===== config.mk =====
export PLATFORM = sky130hd
export DESIGN_NAME = param_channel_segment_abort
export DESIGN_NICKNAME = d
export VERILOG_FILES = /design/src/pkg/param_abort_pkg.sv /design/src/param_channel_segment_abort.sv
export SDC_FILE = /design/constraint.sdc
export NUM_CORES = 1
export LEC_CHECK = 0
export BUFFER_PORTS_ARGS = -buffer_cell sky130_fd_sc_hd__buf_2
export CAP_MARGIN = 20
export CORE_MARGIN = 10
export CORE_UTILIZATION = 45
export CTS_CLUSTER_SIZE = 25
export DETAILED_ROUTE_END_ITERATION = 8
export GPL_ROUTABILITY_DRIVEN = 0
export PLACE_DENSITY = 0.76
export REMOVE_ABC_BUFFERS = 1
export SLEW_MARGIN = 20
export SYNTH_ARGS = -nofsm -noshare
export SYNTH_HDL_FRONTEND = slang
export SYNTH_SLANG_ARGS = --single-unit

===== constraint.sdc =====
create_clock -name clk -period 1.34 [get_ports clk]
set_input_delay 0.134 -clock clk [delete_from_list [all_inputs] [get_ports clk]]
set_output_delay 0.134 -clock clk [all_outputs]
set_load 0.01 [all_outputs]

===== src/pkg/param_abort_pkg.sv =====
// constants for the parameter channel abort handler
// assumes eight-byte messages, byte 1 in bits 7:0, byte n in 8n-1:8n-8
package param_abort_pkg;

  localparam int MSG_BYTES = 8;
  localparam int MSG_W     = MSG_BYTES * 8;

  // service byte fields
  localparam int SVC_REQ_LO = 0;
  localparam int SVC_REQ_HI = 2;
  localparam int SVC_RSV    = 3;
  localparam int SVC_LEN_LO = 4;
  localparam int SVC_LEN_HI = 5;
  localparam int SVC_HS     = 6;
  localparam int SVC_STAT   = 7;

  localparam logic [2:0] REQ_NONE = 3'h0;
  localparam logic [2:0] REQ_EXT  = 3'h4;
  localparam logic [1:0] LEN_FOUR = 2'h3;
  localparam logic [1:0] LEN_NONE = 2'h0;

  // message byte positions (low bit of each field)
  localparam int POS_SVC  = 0;
  localparam int POS_SUB  = 8;
  localparam int POS_IDX  = 16;
  localparam int POS_CODE = 32;

  localparam logic [7:0]  SUB_ZERO  = 8'h00;
  localparam logic [15:0] IDX_ZERO  = 16'h0000;
  localparam logic [31:0] CODE_NONE = 32'h0000_0000;
  localparam logic [63:0] MSG_ZERO  = 64'h0000_0000_0000_0000;

  // transfer state, gray along idle -> write/read
  typedef enum logic [1:0] {
    XFER_IDLE  = 2'b00,
    XFER_WRITE = 2'b01,
    XFER_READ  = 2'b10
  } xfer_type;

endpackage


===== src/param_channel_segment_abort.sv =====
// abort handling for segmented transfers over the cyclic parameter channel
// assumes req_valid marks one master message per cyclic exchange, same clk;
// initiate and segment answers come from neighbouring logic, which must
// yield the response slot whenever abort_rsp is high
//
// What this block does
// - drive abort: request field zero, status set
// - drive abort: bit 3 zero, length bits 11
// - error code bytes 5-8, subindex, index
// - echo master handshake bit in answers
// - aborted write: discard received segments
// - master abort length bits ignored, data zero
// - answer master abort with all-zero error status
`timescale 1ns/1ns
module param_channel_segment_abort #(
  parameter int MSG_BYTES = param_abort_pkg::MSG_BYTES
) (
  input  wire logic        clk,
  input  wire logic        rst,
  // master request of this cyclic exchange
  input  wire logic        req_valid,
  input  wire logic [63:0] req_msg,
  // initiate of a new transfer, decoded by the initiate logic
  input  wire logic        init_start,
  input  wire logic        init_write,
  input  wire logic [7:0]  init_subindex,
  input  wire logic [15:0] init_index,
  // drive side fault that ends the running transfer
  input  wire logic        drive_abort,
  input  wire logic [31:0] drive_code,
  // abort response message and transfer status flags
  output logic             abort_rsp,
  output logic [63:0]      rsp_msg,
  output logic             write_discard,
  output logic             read_aborted,
  output logic             outside_seg,
  output logic             busy
);

  localparam int BYTE_W     = 8;
  localparam int CODE_W     = $bits(param_abort_pkg::CODE_NONE);
  localparam int CODE_BYTES = CODE_W / BYTE_W;

  // the byte lanes below are laid out for the eight-byte channel only
  if (MSG_BYTES != param_abort_pkg::MSG_BYTES) begin
    $error("param_channel_segment_abort serves eight-byte messages only");
  end
  // the error code has to reach the last message byte, class first
  if (param_abort_pkg::POS_CODE + CODE_W != param_abort_pkg::MSG_W) begin
    $error("error code field does not end at the last message byte");
  end
  if (CODE_BYTES * BYTE_W != CODE_W) begin
    $error("error code must be a whole number of bytes");
  end

  typedef struct packed {
    param_abort_pkg::xfer_type st;
    logic                      pend;
    logic [31:0]               code;
    logic [7:0]                sub;
    logic [15:0]               idx;
    logic                      rsp_v;
    logic [63:0]               msg;
    logic                      discard;
    logic                      rd_abort;
    logic                      outside;
  } state_type;

  state_type state_r;
  state_type state_nxt;

  logic [7:0] svc;
  logic       is_ext;
  logic       m_abort;
  logic       active;
  logic [7:0] err_svc;

  // both answers are built beside the state, so a branch only picks one
  logic [CODE_W-1:0] code_swap;
  logic              was_write;
  logic              was_read;
  logic [63:0]       drv_msg;
  logic [63:0]       mst_msg;

  assign svc     = req_msg[param_abort_pkg::POS_SVC +: 8];
  assign is_ext  = svc[param_abort_pkg::SVC_REQ_HI:param_abort_pkg::SVC_REQ_LO]
                   == param_abort_pkg::REQ_EXT;
  // length bits are not looked at once status is set
  assign m_abort = is_ext && svc[param_abort_pkg::SVC_STAT];
  assign active  = state_r.st != param_abort_pkg::XFER_IDLE;

  // error status service byte: F0 or B0 by the echoed handshake
  always_comb begin
    err_svc = 8'h00;
    err_svc[param_abort_pkg::SVC_REQ_HI:param_abort_pkg::SVC_REQ_LO] =
      param_abort_pkg::REQ_NONE;
    err_svc[param_abort_pkg::SVC_RSV] = 1'b0;
    err_svc[param_abort_pkg::SVC_LEN_HI:param_abort_pkg::SVC_LEN_LO] =
      param_abort_pkg::LEN_FOUR;
    err_svc[param_abort_pkg::SVC_HS] = svc[param_abort_pkg::SVC_HS];
    err_svc[param_abort_pkg::SVC_STAT] = 1'b1;
  end

  // the error class leaves first, so the highest code byte takes byte 5
  for (genvar b = 0; b < CODE_BYTES; b++) begin
    assign code_swap[b*BYTE_W +: BYTE_W] =
      state_r.code[(CODE_BYTES-1-b)*BYTE_W +: BYTE_W];
  end

  // which side drops its data depends on the kind of transfer that ends
  always_comb begin
    was_write = 1'b0;
    was_read  = 1'b0;
    case (state_r.st)
      param_abort_pkg::XFER_WRITE: begin
        was_write = 1'b1;
      end
      param_abort_pkg::XFER_READ: begin
        was_read = 1'b1;
      end
      default: begin
        was_write = 1'b0;
        was_read  = 1'b0;
      end
    endcase
  end

  // drive fault answer names the object of the open transfer
  always_comb begin
    drv_msg = param_abort_pkg::MSG_ZERO;
    drv_msg[param_abort_pkg::POS_SVC +: BYTE_W] = err_svc;
    drv_msg[param_abort_pkg::POS_SUB +: BYTE_W] = state_r.sub;
    drv_msg[param_abort_pkg::POS_IDX +: 16] = state_r.idx;
    drv_msg[param_abort_pkg::POS_CODE +: CODE_W] = code_swap;
  end

  // master abort answer: no object and no drive fault to report
  always_comb begin
    mst_msg = param_abort_pkg::MSG_ZERO;
    mst_msg[param_abort_pkg::POS_SVC +: BYTE_W] = err_svc;
    mst_msg[param_abort_pkg::POS_SUB +: BYTE_W] =
      param_abort_pkg::SUB_ZERO;
    mst_msg[param_abort_pkg::POS_IDX +: 16] =
      param_abort_pkg::IDX_ZERO;
    mst_msg[param_abort_pkg::POS_CODE +: CODE_W] =
      param_abort_pkg::CODE_NONE;
  end

  always_comb begin
    state_nxt          = state_r;
    state_nxt.rsp_v    = 1'b0;
    state_nxt.discard  = 1'b0;
    state_nxt.rd_abort = 1'b0;
    state_nxt.outside  = 1'b0;

    // a fault only matters while a transfer runs; it waits for the next
    // master message because the drive answers only inside an exchange
    if (drive_abort && active) begin
      state_nxt.pend = 1'b1;
      state_nxt.code = drive_code;
    end

    if (init_start) begin
      state_nxt.st   = init_write ? param_abort_pkg::XFER_WRITE
                                  : param_abort_pkg::XFER_READ;
      state_nxt.sub  = init_subindex;
      state_nxt.idx  = init_index;
      state_nxt.pend = 1'b0;
    end

    if (req_valid) begin
      if (m_abort) begin
        // master abort wins over a pending drive fault
        state_nxt.rsp_v    = 1'b1;
        state_nxt.msg      = mst_msg;
        state_nxt.discard  = was_write;
        state_nxt.rd_abort = was_read;
        state_nxt.st       = param_abort_pkg::XFER_IDLE;
        state_nxt.pend     = 1'b0;
      end else if (state_r.pend && active) begin
        // any segments taken so far die with the transfer
        state_nxt.rsp_v    = 1'b1;
        state_nxt.msg      = drv_msg;
        state_nxt.discard  = was_write;
        state_nxt.rd_abort = was_read;
        state_nxt.st       = param_abort_pkg::XFER_IDLE;
        state_nxt.pend     = 1'b0;
      end else if (is_ext && !active && !init_start) begin
        // segment with no transfer open; the segment logic refuses it
        state_nxt.outside = 1'b1;
      end
    end

    if (rst) begin
      state_nxt.st       = param_abort_pkg::XFER_IDLE;
      state_nxt.pend     = 1'b0;
      state_nxt.code     = param_abort_pkg::CODE_NONE;
      state_nxt.sub      = param_abort_pkg::SUB_ZERO;
      state_nxt.idx      = param_abort_pkg::IDX_ZERO;
      state_nxt.rsp_v    = 1'b0;
      state_nxt.msg      = param_abort_pkg::MSG_ZERO;
      state_nxt.discard  = 1'b0;
      state_nxt.rd_abort = 1'b0;
      state_nxt.outside  = 1'b0;
    end
  end

  always_ff @(posedge clk) begin
    state_r <= state_nxt;
  end

  assign abort_rsp     = state_r.rsp_v;
  assign rsp_msg       = state_r.msg;
  assign write_discard = state_r.discard;
  assign read_aborted  = state_r.rd_abort;
  assign outside_seg   = state_r.outside;
  assign busy          = active;

endmodule


==> impl_results.rst, run 1 <==
.. list-table::
   :header-rows: 1

   * - Metric
     - Value
   * - Run status
     - complete, but fails checks
   * - Failing checks
     - setup timing
   * - Crit path required time
     - 1210 ps
   * - I/O Pins
     - 195
   * - Skew-Pair Late Insertion Delay
     - 420 ps
   * - Final core utilization
     - 63.8%
   * - Flip-flop cell with the highest count after synthesis
     - dfxtp_1
   * - Post-synthesis cell count
     - 564
   * - Share of flip-flops with an asynchronous set or reset after synthesis
     - 0%
   * - Mean instance size in the synthesized netlist
     - 9.84 um2
   * - Unique masters post-synth
     - 26
   * - Endpoint arrival time on the critical path
     - 1230 ps
   * - Setup repair after global routing missed its margin
     - yes
   * - Half-perimeter wire length after detailed placement
     - 8.83 mm
   * - Worst-path fanout max
     - 5
   * - Largest net degree at the start of global routing
     - 56
   * - TritonCTS clock tree
     - done
   * - Floorplan die height
     - 131 um
   * - Layout Cells excl Fill
     - 893
   * - Cell area after placement
     - 6080 um2
   * - Worst setup endpoint
     - busy
   * - All-layer global routing usage
     - 15.5%
   * - Share of the clock period used by the worst path
     - 102%
   * - Endpoints failing hold
     - 0
   * - Number of standard-cell rows in the floorplan
     - 40
   * - Number of instances in the placed design
     - 791
   * - Average vias per placed instance
     - 4.83
   * - Die Footprint
     - 17200 um2
   * - Leakage power
     - 3.04 nW
   * - Class of the tightest hold or removal check
     - primary input to register
   * - Final count of negative-setup-slack endpoints
     - 1
   * - Clock sink count
     - 121
   * - Wire length of the first global-routing pass
     - 20.8 mm
   * - Final #Nets
     - 838
   * - Depth of the worst register-to-register path
     - 4
   * - Relative slew slack
     - 65.1%
   * - Number of DRC markers after the initial detailed-route iteration
     - 185
   * - Share of final-layout standard cells stronger than drive strength 1
     - 37.1%
   * - Overall die width
     - 131 um
   * - Kind of launch point of the worst setup path
     - register
   * - Effective utilization at floorplan
     - 46.0%
   * - Sum of overflow across all layers after global routing
     - 0
   * - Clock Tree Buf Depth
     - 2
   * - DRC viols
     - 0
   * - Start-to-end type of the worst setup path
     - register to output port
   * - Post-DR wirelength/cell
     - 15.8 um
   * - Wire length after detailed routing
     - 14.1 mm
   * - Pwr/cell area
     - 1240 nW/um2
   * - Antenna violations before repair
     - 0
   * - Number of H-tree levels
     - 4
   * - Number of global-route vias before repair
     - 4364
   * - Minimum clock period after layout
     - 1360 ps
   * - Layout Cell Area excl Fill
     - 7700 um2
   * - Post-synth EDFFs
     - 0
   * - Launching instance or port of the critical path
     - state_r[125]
   * - PnR worst setup slack
     - -22.4 ps
   * - Max-slew violations
     - 0
   * - Antenna Cells
     - 0
   * - Highest achievable clock rate
     - 734 MHz
   * - Fill count
     - 931
   * - Number of max-cap violations
     - 0
   * - Layout overhead on the synthesized area
     - 38.7%
   * - Final antenna-violating net count
     - 0
   * - FF-to-FF End
     - rsp_msg[18]
   * - Summed instance area of the synthesized netlist
     - 5550 um2
   * - Sequential area share after synthesis
     - 43.6%
   * - Count of port buffers added during placement
     - 131
   * - Clock-pin slew on the worst setup and hold paths
     - 50 ps
   * - Core region area
     - 12100 um2
   * - Vias
     - 4315
   * - Pre-antenna DRT Iters
     - 4
   * - Beginning of the worst register-to-register path
     - state_r[125]
   * - Warning count from the yosys run
     - 0
   * - Pwr Total
     - 0.00955 W
   * - Register-to-register setup slack
     - 0 ps
   * - Number of buffers created by CTS
     - 17
   * - Master cell of the clock root buffer
     - clkbuf_16
   * - Setup Skew
     - 5.28 ps
   * - Aggregate negative setup slack
     - -22.4 ps
   * - Count of state elements after synthesis
     - 121
   * - Worst voltage drop across the vdd grid
     - 1.06 mV
   * - Critical Path Sink Type
     - output port
   * - Transition time at the pin with the least slew margin
     - 523 ps
==> worst max-delay path, stage by stage (launching register included) <==
cell     delay [ps]
dfxtp_2         320
buf_6           120
or2_4           250
buf_6           120
==> synthesized netlist by cell type, drive strengths merged (3+ instances only) <==
cell,n,share of area [%]
a21oi,32,2.9
nand2,64,4.3
o32ai,56,16
nand2b,58,6.5
o21a,3,0.41
buf,93,12
clkbuf,12,0.81
inv,57,3.9
nor2,27,1.8
mux2i,26,4.7
dfxtp,121,44
==> worst min path at each step <==
stage / startpoint / end / slack [ps] / cells past startpoint
6_report: req_msg[0] / outside_seg / 40 / 3
3_3_place_gp: init_write / state_r[126] / 360 / 2
2_1_floorplan: rst / code_swap[0] / 200 / 1
5_1_grt: req_msg[0] / outside_seg / 40 / 3
3_5_place_dp: init_write / state_r[126] / 370 / 2
4_1_cts: req_msg[0] / outside_seg / 20 / 3
==> flip-flops by register name (all words and copies together), names as in the netlist <==
signal	count
read_aborted	1
outside_seg	1
drv_msg	24
rsp_msg	58
abort_rsp	1
code_swap	32
write_discard	1
state_r	3
==> report_power, final <==
part,internal [W],leakage [nW],switching (W)
clock,0.00334,0.298,0.00162
sequential,0.00370,0.984,0.0000537
combinational,0.000436,1.76,0.000402
==> layout make-up <==
type	instances	area, um2	area share [%]
inverter	57	214	2.78
timing repair buffer	230	1790	23.2
clock buffer	20	447	5.80
sequential	121	2430	31.5
multi-input combinational	285	2410	31.3
tap	168	210	2.73
clock inverter	12	198	2.57
==> logic make-up after synthesis <==
family | count (synthesis) | share of synthesized area [%]
other | 1 | 0.0676
DFF | 121 | 43.6
and+or+nand+nor | 159 | 14.3
muxes | 26 | 4.69
buffers and inverters | 162 | 17.0
AOI/OAI and AO/OA | 95 | 20.3
==> metrics by stage <==
stage,setup WS [ps],hold slack [ps]
CTS,-26.8,22.8
global placement,-5.35,361
finish,-22.4,43.5
floorplan,-1540,203
global route,-59.8,42.7
detailed placement,-18.3,374
==> layer usage <==
| layer | track usage [%] | wire [um] | vias to the layer above |
|---|---|---|---|
| met1 | 16.2 | 5330 | 2065 |
| met5 | 0 | 0 | - |
| met2 | 27.5 | 7560 | 127 |
| met3 | 5.71 | 967 | 22 |
| met4 | 6.47 | 274 | 0 |
| li1 | - | - | 2101 |
==> placed cells by master, fill, tap and decap left out, types with 4 or more instances in the layout <==
cell type      instances
nand2_1               64
buf_6                  8
nand2b_1              58
dfxtp_1              118
a21oi_1               31
mux2i_1               25
o32ai_4               16
bufinv_16              5
buf_12                11
clkinvlp_4             5
buf_4                 19
buf_2                129
clkbuf_16             21
conb_1                 4
dlygate4sd3_1         59
o32ai_2               40
inv_1                 57
nor2_1                27
==> what timing repair did <==
item	CTS	global route
hold buffers	59	0
buffers inserted	2	3
setup endpoints to repair	1	31
endpoints found under the hold margin	59	0
resized for setup	5	24
pin swaps	0	34
gates cloned	0	6
(Power assumes the default switching activity.)
==> inputs of run 2 (changes only) <==
- CELL_PAD_IN_SITES_DETAIL_PLACEMENT: default -> 2
- CELL_PAD_IN_SITES_GLOBAL_PLACEMENT: default -> 2
- CORE_UTILIZATION: 45 -> 28
- CTS_BUF_LIST: default -> sky130_fd_sc_hd__clkbuf_4 sky130_fd_sc_hd__clkbuf_8
- PLACE_DENSITY: 0.76 -> default
- PLACE_DENSITY_LB_ADDON: default -> 0.1
- SETUP_SLACK_MARGIN: default -> 0.05
==> run 2 against run 1 <==
Effect of this change:
- the flow still finishes with violations (setup timing)
- sequential power about the same
- first-iteration DRC count down 26%
- critical path depth unchanged
- die area up 51%
- non-clock buffer count up 4
- clock power down 28%
- worst setup slack worse by 21 ps
- critical path type unchanged
- largest power group is now sequential cells
==> impl_results.rst, run 2 (synthesis gave the netlist of run 1 again) <==
.. list-table::
   :header-rows: 1

   * - Metric
     - Value
   * - Run status
     - complete, but fails checks (unchanged)
   * - Failing checks
     - setup timing (unchanged)
   * - Die Footprint
     - 25900 um2 (was 17200 um2)
   * - Crit path required time
     - 1210 ps (about the same)
   * - Layout Cells excl Fill
     - 995 (was 893)
   * - DRC viols
     - 0 (unchanged)
   * - Effective utilization at floorplan
     - 28.5% (was 46.0%)
   * - Clock-pin slew on the worst setup and hold paths
     - 70 ps (was 50 ps)
   * - Launching instance or port of the critical path
     - state_r[126] (was state_r[125])
   * - Final antenna-violating net count
     - 0 (unchanged)
   * - Most frequent standard cell in the layout excluding fill and tap cells
     - buf_2 (unchanged)
   * - Vias
     - 4336 (was 4315)
   * - Worst-path fanout max
     - 2 (was 5)
   * - PnR worst setup slack
     - -43.5 ps (was -22.4 ps)
   * - Highest metal used
     - met4 (unchanged)
   * - Wire length of the first global-routing pass
     - 25.9 mm (was 20.8 mm)
   * - Overall die width
     - 161 um (was 131 um)
   * - Core region area
     - 19500 um2 (was 12100 um2)
   * - Tightest hold margin
     - 33.9 ps (was 43.5 ps)
   * - CP max stage cell
     - dfxtp_2 (unchanged)
   * - Antenna Cells
     - 0 (unchanged)
   * - Min-Delay Startpoint
     - req_msg[0] (unchanged)
   * - Fill count
     - 2083 (was 931)
   * - Worst voltage drop across the vdd grid
     - 0.549 mV (was 1.06 mV)
   * - Max-slew violations
     - 0 (unchanged)
   * - Leakage power
     - 3.06 nW (was 3.04 nW)
   * - Met3 Wirelength
     - 780 um (was 967 um)
   * - Share of final-layout standard cells stronger than drive strength 1
     - 42.7% (was 37.1%)
   * - Critical Path Sink Type
     - output port (unchanged)
   * - Cell seen most often among critical-path stages
     - buf_6 (unchanged)
   * - Worst path top cell family by delay
     - flip-flops (unchanged)
   * - Wire length after detailed routing
     - 17.4 mm (was 14.1 mm)
   * - Clock Tree Buf Depth
     - 2 (unchanged)
   * - Skew-Pair Late Insertion Delay
     - 440 ps (was 420 ps)
   * - Number of buffers created by CTS
     - 17 (unchanged)
   * - Sum of overflow across all layers after global routing
     - 0 (unchanged)
   * - Critical-path cell list
     - buf_6 > or2_4 > buf_6 (unchanged)
   * - Half-perimeter wire length after detailed placement
     - 10.8 mm (was 8.83 mm)
   * - Number of global-route vias before repair
     - 4864 (was 4364)
   * - Antenna violations before repair
     - 0 (unchanged)
   * - Setup repair after global routing missed its margin
     - yes (unchanged)
   * - Number of instances in the placed design
     - 884 (was 791)
   * - Layout overhead on the synthesized area
     - 40.7% (was 38.7%)
   * - Pre-antenna DRT Iters
     - 4 (unchanged)
   * - Max stage delay on crit path
     - 330 ps (was 320 ps)
   * - Final count of negative-setup-slack endpoints
     - 38 (was 1)
   * - Number of H-tree levels
     - 4 (unchanged)
   * - Count of port buffers added during placement
     - 131 (unchanged)
   * - Final #Nets
     - 843 (was 838)
   * - Endpoints failing hold
     - 0 (unchanged)
   * - Wire length on met2
     - 8.54 mm (was 7.56 mm)
   * - Largest net degree at the start of global routing
     - 44 (was 56)
   * - Pwr/cell area
     - 1060 nW/um2 (was 1240 nW/um2)
   * - Kind of launch point of the worst setup path
     - register (unchanged)
   * - Start-to-end type of the worst setup path
     - register to output port (unchanged)
   * - All-layer global routing usage
     - 12.5% (was 15.5%)
   * - Setup Skew
     - 8.87 ps (was 5.28 ps)
   * - Number of standard-cell rows in the floorplan
     - 51 (was 40)
   * - Share of the clock period used by the worst path
     - 103% (was 102%)
   * - Post-DR wirelength/cell
     - 17.5 um (was 15.8 um)
   * - I/O Pins
     - 195 (unchanged)
   * - Beginning of the worst register-to-register path
     - state_r[126] (was state_r[125])
   * - TritonCTS clock tree
     - done (unchanged)
   * - Class of the tightest hold or removal check
     - primary input to register (unchanged)
   * - Average vias per placed instance
     - 4.36 (was 4.83)
   * - Buffers and inverters on the worst path
     - 2 (unchanged)
   * - Post-placement setup slack
     - -133 ps (was -18.3 ps)
   * - Master cell of the clock root buffer
     - clkbuf_8 (was clkbuf_16)
   * - Endpoint arrival time on the critical path
     - 1250 ps (was 1230 ps)
   * - Largest register FFs
     - 58 (unchanged)
   * - Floorplan die height
     - 161 um (was 131 um)
   * - Number of DRC markers after the initial detailed-route iteration
     - 137 (was 185)
   * - Top library cells by usage in the layout, fill and taps aside
     - 129 x buf_2, 119 x dfxtp_1, 63 x dlygate4sd3_1 (was 129 x buf_2, 118 x dfxtp_1, 64 x nand2_1)
   * - Routed met1 length
     - 7.90 mm (was 5.33 mm)
   * - Number of max-cap violations
     - 0 (unchanged)
   * - Minimum clock period after layout
     - 1380 ps (was 1360 ps)
   * - Highest achievable clock rate
     - 723 MHz (was 734 MHz)
   * - Clock sink count
     - 121 (unchanged)
[run 2: changes by cell type in the layout (fill, tap and decap cells not counted), moves of 13 or more]
cell       previous run  this run
nand2_2               0        24
a21oi_1              31        15
buf_4                19         6
o32ai_2              40        54
clkbuf_16            21         7
a21oi_2               1        17
o32ai_4              16         2
nand2_1              64        40
clkbuf_8              1        20
[run 2: worst paths after layout]
check / to / slack, ps / depth (start not counted)
min reg2reg: code_swap[25] / 450 / 2
max: busy / -40 / 3
min: outside_seg / 30 / 3
max reg2reg: rsp_msg[44] / -40 / 4
[run 2: cell type report]
| class | instances | area, um2 | area share (%) |
|---|---|---|---|
| flip-flops and latches | 121 | 2420 | 31.1 |
| multi-input cells | 286 | 2410 | 30.9 |
| repair buffers | 234 | 2000 | 25.6 |
| clock buffers | 24 | 305 | 3.91 |
| inverters | 57 | 214 | 2.74 |
| clock inverters | 8 | 118 | 1.51 |
| well taps | 265 | 332 | 4.25 |
[run 2: per-layer routing]
metal | vias to the layer above | GRT usage, %
li1 | 2113 | -
met1 | 2106 | 15.1
met2 | 99 | 20.7
met3 | 18 | 3.78
met4 | 0 | 4.38
met5 | - | 0
[run 2: stage by stage]
step / area (um2) / total power, W / utilization (%) / setup TNS, ps
after floorplan: 4830 / 0.00409 / - / -104690
after global placement: 6250 / 0.00449 / 32.1 / -1640
after detailed placement: 6250 / 0.00452 / 32.1 / -2230
after CTS: 7460 / 0.00830 / 38.3 / -190
after global routing: 7810 / 0.00870 / 40.1 / -3390
final: 7810 / 0.00829 / 40.1 / -557
[run 2: power breakdown]
| group | switching (W) | leakage [nW] | internal [W] | total, W |
|---|---|---|---|---|
| Sequential | 0.0000545 | 0.983 | 0.00370 | 0.00375 |
| Combinational | 0.000472 | 1.86 | 0.000526 | 0.000998 |
| Clock | 0.00148 | 0.220 | 0.00206 | 0.00354 |
| Total | 0.00200 | 3.06 | 0.00628 | 0.00829 |
[run 2: what timing repair did]
action	CTS	global route
buffers inserted	3	1
hold buffers	64	0
cloned	2	10
resized for setup	21	39
hold endpoints to repair	59	0
pin swaps	5	19
endpoints found under the setup margin	33	96
[run 2: worst min-delay path: stages]
cell    delay (ps)
buf_2          100
nor2_1          40
and4_1         160
